**src/pca_cfg_pkg.sv**
```systemverilog
// Constants shared by the counter array configuration logic.
// Assumes an 8-bit special function register space with byte addresses.
package pca_cfg_pkg;

  // ==========================================================================
  // Register addresses
  localparam logic [7:0] ADDR_CONTROL    = 8'hD8;
  localparam logic [7:0] ADDR_MODE       = 8'hD9;
  localparam logic [7:0] ADDR_CMP_CLEAR  = 8'h9C;
  localparam logic [7:0] ADDR_PWM_CFG    = 8'hF7;
  localparam logic [7:0] ADDR_COUNT_LOW  = 8'hF9;
  localparam logic [7:0] ADDR_COUNT_HIGH = 8'hFA;
  localparam logic [7:0] ADDR_CMP_BASE   = 8'hFB;  // Channel n low byte at base+2n, high at base+2n+1

  // ==========================================================================
  // Field positions
  localparam int CTRL_OVF_BIT    = 7;
  localparam int CTRL_RUN_BIT    = 6;
  localparam int MODE_IDLE_BIT   = 7;
  localparam int MODE_TB_LSB     = 1;
  localparam int MODE_OVF_EN_BIT = 0;
  localparam int PWM_RELOAD_BIT  = 7;
  localparam int PWM_COV_EN_BIT  = 6;
  localparam int PWM_COV_BIT     = 5;
  localparam int PWM_CYCLE_LENGTH_SEL_LSB   = 0;
  localparam int CLR_POL_BIT     = 7;

  // ==========================================================================
  // Reset values
  localparam logic [7:0] MODE_RESET  = 8'h00;
  localparam logic [7:0] PWM_RESET   = 8'h00;
  localparam logic [7:0] CLEAR_RESET = 8'h00;

  // ==========================================================================
  // Timebase codes and divider counts
  localparam logic [2:0] TB_SYS_DIV12 = 3'h0;
  localparam logic [2:0] TB_SYS_DIV4  = 3'h1;
  localparam logic [2:0] TB_TIMER0    = 3'h2;
  localparam logic [2:0] TB_EXT_FALL  = 3'h3;
  localparam logic [2:0] TB_SYS       = 3'h4;
  localparam logic [2:0] TB_EXT_DIV8  = 3'h5;
  localparam logic [2:0] TB_LFO_DIV8  = 3'h6;
  localparam logic [3:0] SYS_DIV_LONG = 4'hC;
  localparam logic [2:0] SLOW_DIV     = 3'h7;  // Terminal count of the divide-by-8

  // Cycle length codes
  localparam logic [2:0] CL_8BIT  = 3'h0;
  localparam logic [2:0] CL_9BIT  = 3'h1;
  localparam logic [2:0] CL_10BIT = 3'h2;
  localparam logic [2:0] CL_11BIT = 3'h3;

endpackage

```
**src/pca_timebase.sv**
```systemverilog
// Count pulse generator for the counter array.
// Assumes timer0_ovf_in is a pulse in the system clock domain; the other sources are synchronised here.
`timescale 1ns/1ps
module pca_timebase (
  // Clock and reset
  input  wire logic       clk_in,
  input  wire logic       sys_rst_in,
  // Control
  input  wire logic [2:0] timebase_select_in,
  input  wire logic       freeze_in,
  // Count sources
  input  wire logic       timer0_ovf_in,
  input  wire logic       ext_count_input_in,
  input  wire logic       ext_clk_in,
  input  wire logic       lfo_clk_in,
  // Count pulse
  output logic            tick_out
);

  logic [3:0] presc_reg;
  logic [2:0] ext_sync_reg;
  logic [2:0] eclk_sync_reg;
  logic [2:0] lfo_sync_reg;
  logic [2:0] eclk_div_reg;
  logic [2:0] lfo_div_reg;

  // ==========================================================================
  // Edge detection after two-flop synchronisers
  wire ext_fall  = ext_sync_reg[2] & ~ext_sync_reg[1];
  wire eclk_rise = eclk_sync_reg[1] & ~eclk_sync_reg[2];
  wire lfo_rise  = lfo_sync_reg[1] & ~lfo_sync_reg[2];
  wire presc_end = (presc_reg == pca_cfg_pkg::SYS_DIV_LONG - 4'h1);

  // Source pulses; dividers stop while frozen so that idle really suspends
  wire run       = ~freeze_in;
  wire tick12    = run & presc_end;
  wire tick4     = run & (presc_reg[1:0] == 2'h3);
  wire tick_eclk = run & eclk_rise & (eclk_div_reg == pca_cfg_pkg::SLOW_DIV);
  wire tick_lfo  = run & lfo_rise & (lfo_div_reg == pca_cfg_pkg::SLOW_DIV);

  // Source mux; the reserved code gives no pulse
  always_comb begin
    case (timebase_select_in)
      pca_cfg_pkg::TB_SYS_DIV12: tick_out = tick12;
      pca_cfg_pkg::TB_SYS_DIV4:  tick_out = tick4;
      pca_cfg_pkg::TB_TIMER0:    tick_out = run & timer0_ovf_in;
      pca_cfg_pkg::TB_EXT_FALL:  tick_out = run & ext_fall;
      pca_cfg_pkg::TB_SYS:       tick_out = run;
      pca_cfg_pkg::TB_EXT_DIV8:  tick_out = tick_eclk;
      pca_cfg_pkg::TB_LFO_DIV8:  tick_out = tick_lfo;
      default:                   tick_out = 1'b0;
    endcase
  end

  // Synchronisers, prescaler and slow-clock dividers
  always_ff @(posedge clk_in or posedge sys_rst_in) begin
    if (sys_rst_in) begin
      presc_reg     <= 4'h0;
      ext_sync_reg  <= 3'h7;
      eclk_sync_reg <= 3'h0;
      lfo_sync_reg  <= 3'h0;
      eclk_div_reg  <= 3'h0;
      lfo_div_reg   <= 3'h0;
    end else begin
      ext_sync_reg  <= {ext_sync_reg[1:0], ext_count_input_in};
      eclk_sync_reg <= {eclk_sync_reg[1:0], ext_clk_in};
      lfo_sync_reg  <= {lfo_sync_reg[1:0], lfo_clk_in};
      if (run) begin
        presc_reg <= presc_end ? 4'h0 : presc_reg + 4'h1;
      end
      if (run && eclk_rise) begin
        eclk_div_reg <= eclk_div_reg + 3'h1;
      end
      if (run && lfo_rise) begin
        lfo_div_reg <= lfo_div_reg + 3'h1;
      end
    end
  end

endmodule // pca_timebase

```
**src/pca_timebase_pwm_config.sv**
```systemverilog
// Contract
// - Idle select freezes array during processor idle
// - Timebase field picks counter increment source
// - External clock/8 synchronised before counting
// - Counter overflow irq gated by enable
// - Reload select steers compare byte accesses
// - Reload used only in 9-11 bit PWM
// - Cycle overflow irq gated by enable
// - Cycle overflow set at selected counter bit
// - Cycle overflow cleared only by software
// - Cycle length codes 8 to 11 bits
// - Cycle length ignored by 16-bit channels
// - Clear register: polarity bit7, enables 2:0
// - Counter overflow flag set on wrap
// - Clear polarity selects falling or rising edge
// - Enabled channel forced low for the cycle
//
// Counter array timebase, PWM cycle configuration and comparator clear.
// Assumes a single-cycle special function register port driven by the core.
`timescale 1ns/1ps
module pca_timebase_pwm_config #(
  parameter int CHANNELS = 3
) (
  // Clock and reset
  input  wire logic                  clk_in,
  input  wire logic                  sys_rst_in,
  // Register port
  input  wire logic [7:0]            sfr_addr_in,
  input  wire logic                  sfr_wr_in,
  input  wire logic                  sfr_rd_in,
  input  wire logic [7:0]            sfr_wdata_in,
  output logic      [7:0]            sfr_rdata_out,
  // System status and count sources
  input  wire logic                  cpu_idle_in,
  input  wire logic                  timer0_ovf_in,
  input  wire logic                  ext_count_input_in,
  input  wire logic                  ext_clk_in,
  input  wire logic                  lfo_clk_in,
  input  wire logic                  comparator_in,
  // Channel logic
  input  wire logic [CHANNELS-1:0]   channel_raw_in,
  input  wire logic [CHANNELS-1:0]   channel_pwm_in,
  input  wire logic [CHANNELS-1:0]   channel_pwm16_in,
  output logic      [CHANNELS-1:0]   channel_output_out,
  output logic      [CHANNELS*16-1:0] compare_value_out,
  output logic      [15:0]           main_counter_out,
  output logic      [2:0]            cycle_length_sel_out,
  // Interrupt request
  output logic                       irq_out
);

  initial begin
    if (CHANNELS < 1 || CHANNELS > 3) begin
      $error("CHANNELS must be 1 to 3");
    end
  end

  // ==========================================================================
  // Register state
  logic [15:0] main_counter_reg;
  logic        counter_overflow_flag_reg;
  logic        counter_run_reg;
  logic [7:0]  mode_reg;
  logic [7:0]  pwm_reg;
  logic [7:0]  clear_reg;
  logic [1:0]  cmp_sync_reg;
  logic        cmp_prev_reg;
  logic [15:0] cmp_store_reg [CHANNELS];
  logic [15:0] reload_reg    [CHANNELS];
  logic        tick;

  // Field decode
  wire       idle_suspend_sel   = mode_reg[pca_cfg_pkg::MODE_IDLE_BIT];
  wire [2:0] timebase_select    = mode_reg[pca_cfg_pkg::MODE_TB_LSB +: 3];
  wire       overflow_irq_en    = mode_reg[pca_cfg_pkg::MODE_OVF_EN_BIT];
  wire       reload_access_sel  = pwm_reg[pca_cfg_pkg::PWM_RELOAD_BIT];
  wire       cycle_ovf_irq_en   = pwm_reg[pca_cfg_pkg::PWM_COV_EN_BIT];
  wire       cycle_ovf_flag     = pwm_reg[pca_cfg_pkg::PWM_COV_BIT];
  wire [2:0] cycle_length_sel   = pwm_reg[pca_cfg_pkg::PWM_CYCLE_LENGTH_SEL_LSB +: 3];
  wire       cmp_clear_polarity = clear_reg[pca_cfg_pkg::CLR_POL_BIT];
  wire [2:0] cmp_clear_en       = clear_reg[2:0];

  // Register port decode
  wire wr_ctrl  = sfr_wr_in & (sfr_addr_in == pca_cfg_pkg::ADDR_CONTROL);
  wire wr_mode  = sfr_wr_in & (sfr_addr_in == pca_cfg_pkg::ADDR_MODE);
  wire wr_pwm   = sfr_wr_in & (sfr_addr_in == pca_cfg_pkg::ADDR_PWM_CFG);
  wire wr_clr   = sfr_wr_in & (sfr_addr_in == pca_cfg_pkg::ADDR_CMP_CLEAR);
  wire wr_cl    = sfr_wr_in & (sfr_addr_in == pca_cfg_pkg::ADDR_COUNT_LOW);
  wire wr_ch    = sfr_wr_in & (sfr_addr_in == pca_cfg_pkg::ADDR_COUNT_HIGH);
  // Nine bits wide so that low addresses never alias onto a compare byte
  wire [8:0] cmp_off = {1'b0, sfr_addr_in} - {1'b0, pca_cfg_pkg::ADDR_CMP_BASE};

  // ==========================================================================
  // Timebase and counting
  wire freeze = idle_suspend_sel & cpu_idle_in;

  pca_timebase u_timebase (
    .clk_in             (clk_in),
    .sys_rst_in         (sys_rst_in),
    .timebase_select_in (timebase_select),
    .freeze_in          (freeze),
    .timer0_ovf_in      (timer0_ovf_in),
    .ext_count_input_in (ext_count_input_in),
    .ext_clk_in         (ext_clk_in),
    .lfo_clk_in         (lfo_clk_in),
    .tick_out           (tick)
  );

  // A counter byte write wins over the advance, so no flag fires for a skipped count
  wire count_en  = tick & counter_run_reg & ~freeze & ~wr_cl & ~wr_ch;
  wire wrap16    = count_en & (main_counter_reg == 16'hFFFF);
  // Cycle end: low N bits all ones as the counter advances; reserved codes never end
  wire cl_valid  = (cycle_length_sel <= pca_cfg_pkg::CL_11BIT);
  wire [10:0] cl_mask = {cycle_length_sel[1:0] == 2'h3, cycle_length_sel[1:0] >= 2'h2,
                         cycle_length_sel[1:0] >= 2'h1, 8'hFF};
  wire cycle_end = count_en & cl_valid & ((main_counter_reg[10:0] & cl_mask) == cl_mask);
  wire reload_mode = (cycle_length_sel >= pca_cfg_pkg::CL_9BIT) &&
                     (cycle_length_sel <= pca_cfg_pkg::CL_11BIT);

  // Counter, control bits and software-written configuration
  always_ff @(posedge clk_in or posedge sys_rst_in) begin
    if (sys_rst_in) begin
      main_counter_reg          <= 16'h0000;
      counter_overflow_flag_reg <= 1'b0;
      counter_run_reg           <= 1'b0;
      mode_reg                  <= pca_cfg_pkg::MODE_RESET;
      pwm_reg                   <= pca_cfg_pkg::PWM_RESET;
      clear_reg                 <= pca_cfg_pkg::CLEAR_RESET;
    end else begin
      if (wr_cl) begin
        main_counter_reg[7:0] <= sfr_wdata_in;
      end else if (wr_ch) begin
        main_counter_reg[15:8] <= sfr_wdata_in;
      end else if (count_en) begin
        main_counter_reg <= main_counter_reg + 16'h0001;
      end
      // Hardware set wins over a software clear in the same cycle
      if (wrap16) begin
        counter_overflow_flag_reg <= 1'b1;
      end else if (wr_ctrl) begin
        counter_overflow_flag_reg <= sfr_wdata_in[pca_cfg_pkg::CTRL_OVF_BIT];
      end
      if (wr_ctrl) begin
        counter_run_reg <= sfr_wdata_in[pca_cfg_pkg::CTRL_RUN_BIT];
      end
      if (wr_mode) begin
        mode_reg <= sfr_wdata_in & 8'h8F;
      end
      if (wr_pwm) begin
        pwm_reg <= sfr_wdata_in & 8'hE7;
      end
      if (cycle_end) begin
        pwm_reg[pca_cfg_pkg::PWM_COV_BIT] <= 1'b1;
      end
      if (wr_clr) begin
        clear_reg <= sfr_wdata_in & 8'h87;
      end
    end
  end

  // ==========================================================================
  // Comparator synchroniser and active-edge detect
  wire cmp_level = cmp_sync_reg[1];
  wire cmp_at_active = cmp_clear_polarity ? cmp_level : ~cmp_level;
  wire cmp_edge = cmp_clear_polarity ? (cmp_level & ~cmp_prev_reg)
                                     : (~cmp_level & cmp_prev_reg);

  always_ff @(posedge clk_in or posedge sys_rst_in) begin
    if (sys_rst_in) begin
      cmp_sync_reg <= 2'h0;
      cmp_prev_reg <= 1'b0;
    end else begin
      cmp_sync_reg <= {cmp_sync_reg[0], comparator_in};
      cmp_prev_reg <= cmp_sync_reg[1];
    end
  end

  // ==========================================================================
  // Per-channel compare storage, reload and comparator clear
  logic [7:0] ch_rdata [CHANNELS];
  logic [CHANNELS-1:0] ch_hit;
  logic [CHANNELS-1:0] clear_hold;

  genvar g;
  generate
    for (g = 0; g < CHANNELS; g++) begin : g_ch
      logic        hold_reg;
      logic        out_reg;
      wire         sel_lo   = (cmp_off == 9'(2 * g));
      wire         sel_hi   = (cmp_off == 9'(2 * g + 1));
      // A 16-bit channel starts its cycle on the full wrap, others on the cycle end
      wire         ch_start = channel_pwm16_in[g] ? wrap16 : cycle_end;
      wire         ch_clr   = cmp_clear_en[g] & channel_pwm_in[g];
      wire [15:0]  shown    = reload_access_sel ? reload_reg[g] : cmp_store_reg[g];
      assign ch_hit[g]   = sel_lo | sel_hi;
      assign ch_rdata[g] = sel_hi ? shown[15:8] : shown[7:0];
      assign clear_hold[g] = hold_reg;
      assign channel_output_out[g] = out_reg;
      assign compare_value_out[16*g +: 16] = cmp_store_reg[g];

      always_ff @(posedge clk_in or posedge sys_rst_in) begin
        if (sys_rst_in) begin
          cmp_store_reg[g] <= 16'h0000;
          reload_reg[g]    <= 16'h0000;
          hold_reg         <= 1'b0;
          out_reg          <= 1'b0;
        end else begin
          if (sfr_wr_in && sel_lo && reload_access_sel) begin
            reload_reg[g][7:0] <= sfr_wdata_in;
          end
          if (sfr_wr_in && sel_hi && reload_access_sel) begin
            reload_reg[g][15:8] <= sfr_wdata_in;
          end
          if (sfr_wr_in && sel_lo && !reload_access_sel) begin
            cmp_store_reg[g][7:0] <= sfr_wdata_in;
          end else if (sfr_wr_in && sel_hi && !reload_access_sel) begin
            cmp_store_reg[g][15:8] <= sfr_wdata_in;
          end else if (cycle_end && reload_mode && channel_pwm_in[g] && !channel_pwm16_in[g]) begin
            cmp_store_reg[g] <= reload_reg[g];
          end
          // Edge starts a clear; it persists across cycles while the level stays active
          if (!ch_clr) begin
            hold_reg <= 1'b0;
          end else if (cmp_edge) begin
            hold_reg <= 1'b1;
          end else if (ch_start) begin
            hold_reg <= cmp_at_active;
          end
          out_reg <= channel_raw_in[g] & ~(ch_clr & (hold_reg | cmp_edge));
        end
      end
    end
  endgenerate

  // ==========================================================================
  // Read mux; unmapped addresses read zero
  logic [7:0] ch_read;
  always_comb begin
    ch_read = 8'h00;
    for (int i = 0; i < CHANNELS; i++) begin
      if (ch_hit[i]) begin
        ch_read = ch_rdata[i];
      end
    end
  end

  wire [7:0] ctrl_read = {counter_overflow_flag_reg, counter_run_reg, 6'h00};

  always_comb begin
    case (sfr_addr_in)
      pca_cfg_pkg::ADDR_CONTROL:    sfr_rdata_out = ctrl_read;
      pca_cfg_pkg::ADDR_MODE:       sfr_rdata_out = mode_reg;
      pca_cfg_pkg::ADDR_PWM_CFG:    sfr_rdata_out = pwm_reg;
      pca_cfg_pkg::ADDR_CMP_CLEAR:  sfr_rdata_out = clear_reg;
      pca_cfg_pkg::ADDR_COUNT_LOW:  sfr_rdata_out = main_counter_reg[7:0];
      pca_cfg_pkg::ADDR_COUNT_HIGH: sfr_rdata_out = main_counter_reg[15:8];
      default:                      sfr_rdata_out = sfr_rd_in ? ch_read : 8'h00;
    endcase
  end

  // Interrupt request and status outputs
  assign irq_out = (counter_overflow_flag_reg & overflow_irq_en) |
                   (cycle_ovf_flag & cycle_ovf_irq_en);
  assign main_counter_out     = main_counter_reg;
  assign cycle_length_sel_out = cycle_length_sel;
endmodule // pca_timebase_pwm_config

```
**config.mk**
```make
export PLATFORM = sky130hd
export DESIGN_NAME = pca_timebase_pwm_config
export DESIGN_NICKNAME = d
export VERILOG_FILES = /design/src/pca_cfg_pkg.sv /design/src/pca_timebase.sv /design/src/pca_timebase_pwm_config.sv
export SDC_FILE = /design/constraint.sdc
export NUM_CORES = 1
export LEC_CHECK = 0
export ABC_CLOCK_PERIOD_IN_PS = 6400
export BUFFER_PORTS_ARGS = -buffer_cell sky130_fd_sc_hd__buf_2
export CORE_AREA = 2 2 169 171
export DETAILED_ROUTE_END_ITERATION = 16
export DIE_AREA = 0 0 171 173
export HOLD_SLACK_MARGIN = 0.05
export PLACE_DENSITY = 0.51
export SLEW_MARGIN = 10
export SYNTH_ARGS = -nofsm -noshare
export SYNTH_HDL_FRONTEND = slang
export SYNTH_SLANG_ARGS = --single-unit
```
**constraint.sdc**
```tcl
create_clock -name clk_in -period 6.4 [get_ports clk_in]
set_input_delay 1.28 -clock clk_in [delete_from_list [all_inputs] [get_ports clk_in]]
set_output_delay 1.28 -clock clk_in [all_outputs]
set_load 0.1 [all_outputs]
```
After elaboration in Yosys (flattened, before gate mapping)
Cells that the tools add are included.
{ "word_totals": {"regBits": 157, "latch_bits": 0, "ramBits": 0, "rom_bits": 0, "in_bits": 35, "n_memories": 0} }
{ "classes": {"n_addsub": 5, "multipliers": 0, "n_div": 0, "magnitude_cmp": 4, "n_eq_ne": 31, "shift": 0, "mux": 47, "bitwise": 60, "reduce_logical": 52} }
{ "op_table": {"columns": ["operator", "count"], "rows": [
  ["2-to-1 mux 8 bit", 19],
  ["2-to-1 mux 16 bit", 7],
  ["equality test 8 bit (second input constant)", 6],
  ["case mux 8 bit (6 select lines)", 1],
  ["AND 1 bit", 38],
  ["logical AND 1 bit", 28],
  ["nonzero test 2 bit", 10],
  ["equality test 9 x 2 -> 1 bit (second input constant)", 2],
  ["equality test 9 x 3 -> 1 bit (second input constant)", 2],
  ["2-to-1 mux 1 bit", 17],
  ["adder 16 x 1 -> 16 bit (second input constant)", 1],
  ["equality test 16 bit (second input constant)", 1],
  ["AND reduction 2 bit", 8],
  ["equality test 3 bit (second input constant)", 5],
  ["NOT 1 bit", 14],
  ["AND 11 bit", 1],
  ["equality test 11 bit", 1],
  ["equality test 9 x 1 -> 1 bit (second input constant)", 1],
  ["zero test 9 bit", 1],
  ["inequality test 3 bit (second input constant)", 3],
  ["subtractor 8 x 8 -> 9 bit (second input constant)", 1],
  ["inequality test 2 bit (second input constant)", 4],
  ["bitwise OR 1 bit", 7],
  ["case mux 1 bit (7 select lines)", 1],
  ["other kinds (14)", 20]
]} }

Depth between registers and ports, before layout
Gate-level depths: netlist of run 1.
{ "depth": {"word_depth": 17, "mapped_depth": 10} }

Cells and area by module
Synthesis of run 1 repeated with hierarchy kept, for this count alone.
{ "unflattened": {"cells_unflattened": 781, "area_unflattened_um2": 8260.4} }
{ "modules_own_cells": {"columns": ["mod", "n_inst", "cells_per_inst", "area_per_inst_um2"], "rows": [
  ["pca_timebase_pwm_config", 1, 720, 7428.4],
  ["pca_timebase", 1, 61, 832.0]
]} }

Least setup slack after synthesis of run 1
Ideal clock, no wire load.
{ "synth_path": {"path_kind": "input to output", "from": "input sfr_addr_in[1]", "to": "output sfr_rdata_out[6]", "arrival_time_ns": 3.760, "required_time_ns": 5.120, "setup_slack_ns": 1.360, "stages": 5, "path_cell_list": "clkbuf_1 -> clkbuf_1 -> nor2b_1 -> a22oi_1 -> o2111ai_1"} }
{ "synth_between": {"elab_chain_len": 8, "word_cells_on_any_way": 24, "cone_classes": "add/sub: 1; eq/ne: 11; mux: 8; bitwise: 3; reduce/logical: 1"} }
{ "synth_lines": {"columns": ["element", "line", "rtl"], "rows": [
  ["start: declaration", "pca_timebase_pwm_config.sv:28", "input wire logic [7:0] sfr_addr_in,"],
  ["subtractor 8 x 8 -> 9 bit", "pca_timebase_pwm_config.sv:91", "wire [8:0] cmp_off = {1'b0, sfr_addr_in} - {1'b0, pca_cfg_pkg::ADDR_CMP_BASE};"],
  ["equality test 9 x 1 -> 1 bit or zero test 9 bit (tied branches)", "pca_timebase_pwm_config.sv:190, pca_timebase_pwm_config.sv:189", null],
  ["2-to-1 mux 8 bit or bitwise OR 1 bit (tied branches)", "pca_timebase_pwm_config.sv:196, pca_timebase_pwm_config.sv:195", null],
  ["2-to-1 mux 8 bit (3 in series)", "pca_timebase_pwm_config.sv:241", "if (ch_hit[i]) begin"],
  ["2-to-1 mux 8 bit", "pca_timebase_pwm_config.sv:257", "default: sfr_rdata_out = sfr_rd_in ? ch_read : 8'h00;"],
  ["case mux 8 bit (6 select lines) (*)", "pca_timebase_pwm_config.sv:250", "case (sfr_addr_in)"],
  ["end: declaration", "pca_timebase_pwm_config.sv:32", "output logic [7:0] sfr_rdata_out,"]
]} }
Mark *: on every way between the ends. The rest lies on a longest branch, timed or not.

Worst setup path after layout of run 1
{ "layout_path": {"from": "input sfr_addr_in[1]", "to": "output sfr_rdata_out[7]"} }
The elaborated chain is that of the path after synthesis.

==> metrics.md, run 1 <==
| Metric | Value |
|---|---|
| Number of vias per cell after detailed routing | 5.17 |
| TritonCTS clock tree | done |
| Sink Count | 157 |
| Setup TNS | 0 ns |
| Power per cell area | 283 mW/mm2 |
| FFs w/ async S/R, synth | 100% |
| GRT Util Overall | 17.1% |
| Post-synthesis net count | 757 |
| Worst setup EP type | output pin |
| Multi-input gate area | 0.00394 mm2 |
| Netlist area before placement | 0.00817 mm2 |
| Wire length of the first global-routing pass | 38100 um |
| Std-Cell Rows | 61 |
| Number of buffers created by CTS | 17 |
| Later-pin clock latency in the skew report | 0.43 ns |
| Unrepaired setup endpoints after global routing | no |
| Number of max-slew violations in the final report | 0 |
| Fill cell total of the finished layout | 2874 |
| WP data required | 5.12 ns |
| Cts repair resizes | 0 |
| Count of warnings emitted by yosys | 0 |
| Top Family by Delay on Critical Path | simple AND/OR/NAND/NOR gates |
| Data arrival time of the critical path | 3.73 ns |
| 1st-iter DRT viols | 540 |
| I/O Pins | 114 |
| Via count of the first global-routing pass | 6012 |
| Pre-Repair DR Iteration Count | 5 |
| Total of endpoints with negative setup slack in the final report | 0 |
| Root Buffer Master | sky130_fd_sc_hd__clkbuf_16 |
| Average wire length per cell after detail routing | 21.0 um |
| Category of the most critical setup path | input port to output pin |
| Crit-path max cell delay | 0.61 ns |
| Area added between synthesis and finish | 17.1% |
| Total wirelength of the detailed-routed design | 25100 um |
| Achievable clock frequency | 0.200 GHz |
| Placer congestion estimate | 0.851 |
| Total die area | 0.0296 mm2 |
| Initial cell density of the core | 29.6% |
| Portion of the clock cycle consumed by the worst path in the final layout | 78.3% |
| Class of the worst hold path | flop to flop |
| Combined buffer and inverter count along the critical path | 2 |
| Cell Chain, Critical Path | buf_2 > nand2b_1 > nor3_1 > nor2_1 > and4b_1 > a221o_1 > buf_2 |
| Crit-path max FO | 24 |
| Critical-path top delay cell | sky130_fd_sc_hd__nor3_1 |
| Number of unique standard cell types used by synthesis | 77 |
| Hold-fix buffers at CTS | 0 |
| Kind of start point of the critical path | input port |
| Synth Instances | 716 |
| Number of buffers inserted to repair setup after CTS | 0 |
| Crit path top cell by count | sky130_fd_sc_hd__buf_2 |
| Antenna violations before repair | 2 |
| Sequential cell area fraction in the yosys report | 48.1% |
| Final Hold Fails | 0 |
| Total via count after detailed routing | 6161 |
| Final net count | 840 |
| Total leakage power | 4.46 nW |
| Width of the die | 171 um |
| Transition at the pin with the smallest max-transition slack | 0.800 ns |
| Overall overflow remaining after global route | 0 |
| Worst setup skew after layout | 0.0144 ns |
| Die span in y | 173 um |
| Outcome | complete, no violations |
| Post-placement cell count | 1158 |
| Largest vdd supply drop | 0.153 mV |
| Clock Tree Buf Depth | 2 |
| Flop-to-flop setup slack | 3.17 ns |
| Average cell area after synthesis | 11.4 um2 |
| Max-capacitance violation count | 0 |
| Residual antenna-violating net count after detailed routing | 0 |
| Slew margin rel. | 46.5% |
| Min cycle time layout | 5.01 ns |
| H-tree level count | 4 |
| Worst Slack Setup Final | 1.39 ns |
| Dpl ws | 1.42 ns |
| Half-perimeter wire length after placement | 17800 um |
| Placeable Area | 0.0276 mm2 |
| Largest net degree at the start of global routing | 79 |
| Final non-filler cell total | 1191 |
| Fraction of layout instances using a drive strength above 1 | 32.6% |
| Number of enable flip-flop cells after synthesis | 0 |
| Area occupied by registers | 0.00393 mm2 |
| Port-buffer cells | 113 |
| Seq cells post-synth | 157 |
| Most used flip-flop cell after synthesis | sky130_fd_sc_hd__dfrtp_1 |
| Remaining DRCs | 0 |
| Clock transition at the registers of the reported paths | 0.06 ns |
## cell families after synthesis
kind of cell	synth area share (%)
simple gates	15.8
mux	17.8
compound gates	12.1
xor+xnor	1.71
fa+ha+maj	0.918
flops	48.1
buf+inv	3.67
## path summary, 6_finish.rpt
kind / depth (start not counted) / to / start
min in group asynchronous: 2 / reload_reg[14] / sys_rst_in
hold reg to reg: 0 / u_timebase.eclk_sync_reg[1] / u_timebase.eclk_sync_reg[0]
setup reg to reg: 7 / compare_value_out[10] / main_counter_out[0]
max in group asynchronous: 3 / reload_reg[33] / sys_rst_in
hold / removal: 0 / u_timebase.eclk_sync_reg[1] / u_timebase.eclk_sync_reg[0]
setup / recovery: 7 / sfr_rdata_out[7] / sfr_addr_in[1]
## final cells by class
class	instances	share of cell area, %
Antenna cell	1	0.0261
Clock buffer	18	4.48
Clock inverter	14	1.69
Inverter	6	0.288
Multi-Input combinational cell	499	41.2
Sequential cell	157	41.1
Tap cell	378	4.94
Timing Repair Buffer	118	6.30
## metal layers
| metal | track usage (%) | vias to the layer above | wire length (um) |
|---|---|---|---|
| li1 | - | 2835 | - |
| met1 | 23.6 | 3139 | 11400 |
| met2 | 27.0 | 164 | 11900 |
| met3 | 3.75 | 21 | 1300 |
| met4 | 4.73 | 2 | 399 |
| met5 | 0 | - | 13 |
## power by group
group	switching (mW)	internal (mW)	leakage, nW
logic	0.390	0.138	2.07
registers	0.0777	1.07	2.11
clock network	0.452	0.584	0.283
total	0.920	1.79	4.46
## per-stage QoR
stage | total power, mW | util (%) | instance area (um2) | hold slack (ns)
2_1_floorplan | 1.56 | - | 8170 | 0.331
6_report | 2.71 | 34.6 | 9570 | 0.349
5_1_grt | 2.82 | 34.6 | 9570 | 0.354
3_3_place_gp | 1.69 | 32.5 | 8980 | 0.333
4_1_cts | 2.74 | 34.6 | 9570 | 0.349
3_5_place_dp | 1.70 | 32.5 | 8980 | 0.335
## cell usage after synthesis, types with 3 or more instances
library cell / count / area share, %
sky130_fd_sc_hd__and4_1: 8 / 0.86
sky130_fd_sc_hd__nor3_2: 3 / 0.37
sky130_fd_sc_hd__nor2_2: 5 / 0.38
sky130_fd_sc_hd__a221oi_1: 4 / 0.43
sky130_fd_sc_hd__nand3_1: 27 / 1.7
sky130_fd_sc_hd__o211ai_1: 5 / 0.46
sky130_fd_sc_hd__buf_4: 12 / 1.1
sky130_fd_sc_hd__or3_1: 4 / 0.31
sky130_fd_sc_hd__and3_1: 13 / 0.99
sky130_fd_sc_hd__o221ai_1: 4 / 0.43
sky130_fd_sc_hd__a31oi_1: 3 / 0.23
sky130_fd_sc_hd__mux2_2: 76 / 10
sky130_fd_sc_hd__o221a_1: 8 / 1.1
sky130_fd_sc_hd__o21ai_0: 20 / 1.2
sky130_fd_sc_hd__nand3b_1: 3 / 0.28
sky130_fd_sc_hd__inv_1: 6 / 0.28
sky130_fd_sc_hd__and2_1: 4 / 0.31
sky130_fd_sc_hd__or2b_1: 11 / 1.0
sky130_fd_sc_hd__xor2_1: 12 / 1.3
sky130_fd_sc_hd__nand4_1: 12 / 0.92
sky130_fd_sc_hd__ha_1: 6 / 0.92
sky130_fd_sc_hd__nor2_1: 47 / 2.2
sky130_fd_sc_hd__a22oi_1: 6 / 0.55
sky130_fd_sc_hd__clkbuf_1: 26 / 1.2
sky130_fd_sc_hd__o22ai_1: 7 / 0.54
sky130_fd_sc_hd__nand2b_1: 11 / 0.84
sky130_fd_sc_hd__dfrtp_1: 154 / 47
sky130_fd_sc_hd__a21oi_1: 36 / 2.2
sky130_fd_sc_hd__buf_2: 11 / 0.67
sky130_fd_sc_hd__nand2_1: 32 / 1.5
sky130_fd_sc_hd__o32ai_1: 5 / 0.54
sky130_fd_sc_hd__mux4_2: 6 / 1.7
sky130_fd_sc_hd__dfstp_2: 3 / 0.96
sky130_fd_sc_hd__nor2b_1: 11 / 0.84
sky130_fd_sc_hd__xnor2_1: 4 / 0.43
sky130_fd_sc_hd__nor4bb_1: 3 / 0.37
sky130_fd_sc_hd__nor3_1: 3 / 0.18
sky130_fd_sc_hd__and3b_1: 3 / 0.32
sky130_fd_sc_hd__nor3b_1: 3 / 0.28
sky130_fd_sc_hd__o221a_2: 8 / 1.1
sky130_fd_sc_hd__mux2i_1: 45 / 5.5
## worst reg2reg max path, cell delays in order (launching register included)
cell and delay, ns:
sky130_fd_sc_hd__dfrtp_1 0.49, sky130_fd_sc_hd__ha_1 0.23, sky130_fd_sc_hd__and4_1 0.24, sky130_fd_sc_hd__and4_1 0.35, sky130_fd_sc_hd__and2_1 0.24, sky130_fd_sc_hd__nand4_1 0.65, sky130_fd_sc_hd__nand2b_1 0.57, sky130_fd_sc_hd__o221a_2 0.33
## cells in the final DEF, fill, tap and decap left out, types with 7 or more instances in the layout
cell	count
sky130_fd_sc_hd__nor2b_1	11
sky130_fd_sc_hd__xor2_1	12
sky130_fd_sc_hd__o221a_1	8
sky130_fd_sc_hd__o22ai_1	7
sky130_fd_sc_hd__clkbuf_16	17
sky130_fd_sc_hd__nand2b_1	11
sky130_fd_sc_hd__o221a_2	8
sky130_fd_sc_hd__and4_1	8
sky130_fd_sc_hd__nand3_1	27
sky130_fd_sc_hd__nand2_1	32
sky130_fd_sc_hd__dfrtp_1	153
sky130_fd_sc_hd__or2b_1	11
sky130_fd_sc_hd__o21ai_0	20
sky130_fd_sc_hd__nand4_1	12
sky130_fd_sc_hd__mux2i_1	45
sky130_fd_sc_hd__buf_2	113
sky130_fd_sc_hd__nor2_1	47
sky130_fd_sc_hd__mux2_2	76
sky130_fd_sc_hd__and3_1	13
sky130_fd_sc_hd__a21oi_1	36
No activity file was read; power rests on OpenSTA's default activity.
==> inputs of run 2 (changes only) <==
- ABC_CLOCK_PERIOD_IN_PS: 6400 -> 4100
- PLACE_DENSITY: 0.51 -> 0.52
- clock period: 6.4 -> 4.1 ns (I/O delays scaled with it)
==> run 2 against run 1 <==
Critical path type is now flop to output pin. Largest power group unchanged. Non-clock buffer count is 14 higher. Clock power rose by 53%. Final cell count grew 1.1%. Routed wire length fell by 0.83%.
==> metrics.md, run 2 (synthesis gave the netlist of run 1 again) <==
| Metric | Value |
|---|---|
| Cell Chain, Critical Path | buf_4 > mux2_2 > a21oi_1 > nor3_1 > o221ai_1 > o211ai_1 > buf_2 (was buf_2 > nand2b_1 > nor3_1 > nor2_1 > and4b_1 > a221o_1 > buf_2) |
| Min cycle time layout | 3.77 ns |
| Number of max-slew violations in the final report | 0 (unchanged) |
| Sink Count | 157 (unchanged) |
| Data arrival time of the critical path | 2.95 ns (was 3.73 ns) |
| Placer congestion estimate | 0.871 (was 0.851) |
| Most used cells in the layout excluding fill and tap cells | sky130_fd_sc_hd__dfrtp_1 (153), sky130_fd_sc_hd__buf_2 (113), sky130_fd_sc_hd__mux2_2 (76), sky130_fd_sc_hd__nor2_1 (47), sky130_fd_sc_hd__mux2i_1 (45) (unchanged) |
| 1st-iter DRT viols | 565 (was 540) |
| Combined buffer and inverter count along the critical path | 2 (unchanged) |
| Worst setup skew after layout | 0.0127 ns (was 0.0144 ns) |
| Total wirelength of the detailed-routed design | 24900 um (was 25100 um) |
| Worst Hold Margin | 0.349 ns (about the same) |
| Placeable Area | 0.0276 mm2 (unchanged) |
| Flop-to-flop setup slack | 1.25 ns (was 3.17 ns) |
| Wire length of the first global-routing pass | 38800 um (was 38100 um) |
| Crit-path max FO | 21 (was 24) |
| TritonCTS clock tree | done (unchanged) |
| Worst-case hold path end point | u_timebase.lfo_sync_reg[1] (was u_timebase.eclk_sync_reg[1]) |
| Number of vias per cell after detailed routing | 5.15 (was 5.17) |
| Die span in y | 173 um (unchanged) |
| Final std cell area, no fill | 0.00968 mm2 (was 0.00957 mm2) |
| Fraction of layout instances using a drive strength above 1 | 33.9% (was 32.6%) |
| Outcome | complete, no violations (unchanged) |
| Worst R2R Start | pwm_reg[7] (was main_counter_out[0]) |
| Total leakage power | 4.52 nW (was 4.46 nW) |
| Most frequent standard cell in the layout excluding fill and tap cells | sky130_fd_sc_hd__dfrtp_1 (unchanged) |
| Portion of the clock cycle consumed by the worst path in the final layout | 92.1% |
| Port-buffer cells | 113 (unchanged) |
| Final net count | 854 (was 840) |
| Remaining DRCs | 0 (unchanged) |
| Root Buffer Master | sky130_fd_sc_hd__clkbuf_16 (unchanged) |
| Largest vdd supply drop | 0.277 mV (was 0.153 mV) |
| Unrepaired setup endpoints after global routing | no (unchanged) |
| Achievable clock frequency | 0.265 GHz |
| Width of the die | 171 um (unchanged) |
| WP data required | 3.28 ns (was 5.12 ns) |
| Cts repair resizes | 0 (unchanged) |
| I/O Pins | 114 (unchanged) |
| Worst setup EP type | output pin (unchanged) |
| Final Hold Fails | 0 (unchanged) |
| Number of buffers created by CTS | 17 (unchanged) |
| Class of the worst hold path | flop to flop (unchanged) |
| Std-Cell Rows | 61 (unchanged) |
| Top Family by Delay on Critical Path | flip-flops (was simple AND/OR/NAND/NOR gates) |
| Overall overflow remaining after global route | 0 (unchanged) |
| Pre-Repair DR Iteration Count | 5 (unchanged) |
| Transition at the pin with the smallest max-transition slack | 0.901 ns (was 0.800 ns) |
| Total of endpoints with negative setup slack in the final report | 0 (unchanged) |
| Later-pin clock latency in the skew report | 0.43 ns (about the same) |
| Area added between synthesis and finish | 18.5% (was 17.1%) |
| Origin of the worst min-delay path | u_timebase.lfo_sync_reg[0] (was u_timebase.eclk_sync_reg[0]) |
| Clock Tree Buf Depth | 2 (unchanged) |
| Critical-path top delay cell | sky130_fd_sc_hd__dfrtp_2 (was sky130_fd_sc_hd__nor3_1) |
| Via count of the first global-routing pass | 6245 (was 6012) |
| Antenna violations before repair | 0 (was 2) |
| Placed standard-cell area | 0.00910 mm2 (was 0.00898 mm2) |
| Category of the most critical setup path | flop to output pin (was input port to output pin) |
| Total die area | 0.0296 mm2 (unchanged) |
| Total via count after detailed routing | 6206 (was 6161) |
| Half-perimeter wire length after placement | 17700 um (was 17800 um) |
| Hold-fix buffers at CTS | 0 (unchanged) |
| Average wire length per cell after detail routing | 20.6 um (was 21.0 um) |
| Setup TNS | 0 ns (unchanged) |
| Max-capacitance violation count | 0 (unchanged) |
| H-tree level count | 4 (unchanged) |
| Crit-path max cell delay | 0.74 ns (was 0.61 ns) |
| Initial cell density of the core | 29.6% (unchanged) |
| Residual antenna-violating net count after detailed routing | 0 (unchanged) |
| Largest net degree at the start of global routing | 158 (was 79) |
| Kind of start point of the critical path | flop (was input port) |
| Number of buffers inserted to repair setup after CTS | 0 (unchanged) |
| Cells on worst reg2reg path | 6 (was 7) |
| Power per cell area | 434 mW/mm2 (was 283 mW/mm2) |
| Diodes inserted | 0 (was 1) |
| Clock transition at the registers of the reported paths | 0.07 ns (was 0.06 ns) |
| Number of stages on the worst hold path | 0 (unchanged) |
| Slew margin rel. | 39.9% (was 46.5%) |
| GRT Util Overall | 17.3% (was 17.1%) |
| Terminus of the critical flop-to-flop path | compare_value_out[9] (was compare_value_out[10]) |
[run 2: cell type report]
cell class	count	area (um2)
clock buffers	20	457
clock inverters	12	125
fillers	2832	17900
inverters	6	26.3
multi-input cells	499	3950
flip-flops and latches	157	3930
well taps	378	473
repair buffers	132	721
[run 2: worst max-delay path by stage]
| stage | slack, ns | end | from | cells after the start |
|---|---|---|---|---|
| final | 0.33 | sfr_rdata_out[0] | pwm_reg[7] | 7 |
| after global routing | 0.21 | sfr_rdata_out[2] | pwm_reg[7] | 8 |
| after CTS | 0.33 | sfr_rdata_out[0] | pwm_reg[7] | 7 |
| after detailed placement | 0.39 | sfr_rdata_out[1] | sfr_addr_in[5] | 7 |
| after global placement | 0.42 | sfr_rdata_out[0] | sfr_addr_in[1] | 7 |
| after floorplan | 0.05 | sfr_rdata_out[0] | sfr_addr_in[3] | 5 |
[run 2: report_power, final]
part,leakage [nW],internal (mW),switching [mW]
Clock,0.276,0.884,0.705
Combinational,2.14,0.220,0.612
Sequential,2.11,1.66,0.119
[run 2: worst reg2reg max path: cells and delay by family, from the launching register on]
family	cells	cell delay [ns]
flip-flops	1	0.62
AND/OR/NAND/NOR	3	1.43
AO/OA/AOI/OAI	2	0.43
buffers and inverters	1	0.31
[run 2: stage by stage]
step | power, mW | utilization, % | setup slack [ns] | cells
after floorplan | 2.44 | - | 0.0478 | 716
after global placement | 2.64 | 32.9 | 0.420 | 1172
after detailed placement | 2.65 | 32.9 | 0.385 | 1172
after CTS | 4.26 | 35.0 | 0.328 | 1204
after global routing | 4.40 | 35.0 | 0.209 | 1204
final | 4.20 | 35.0 | 0.325 | 1204
[run 2: layer usage]
metal  track usage (%)  routed length, um  up-vias
met1              23.6              11200     3148
met3              3.82               1220       31
met5                 0                  0        -
met2              27.3              12000      162
li1                  -                  -     2865
met4              5.08                505        0
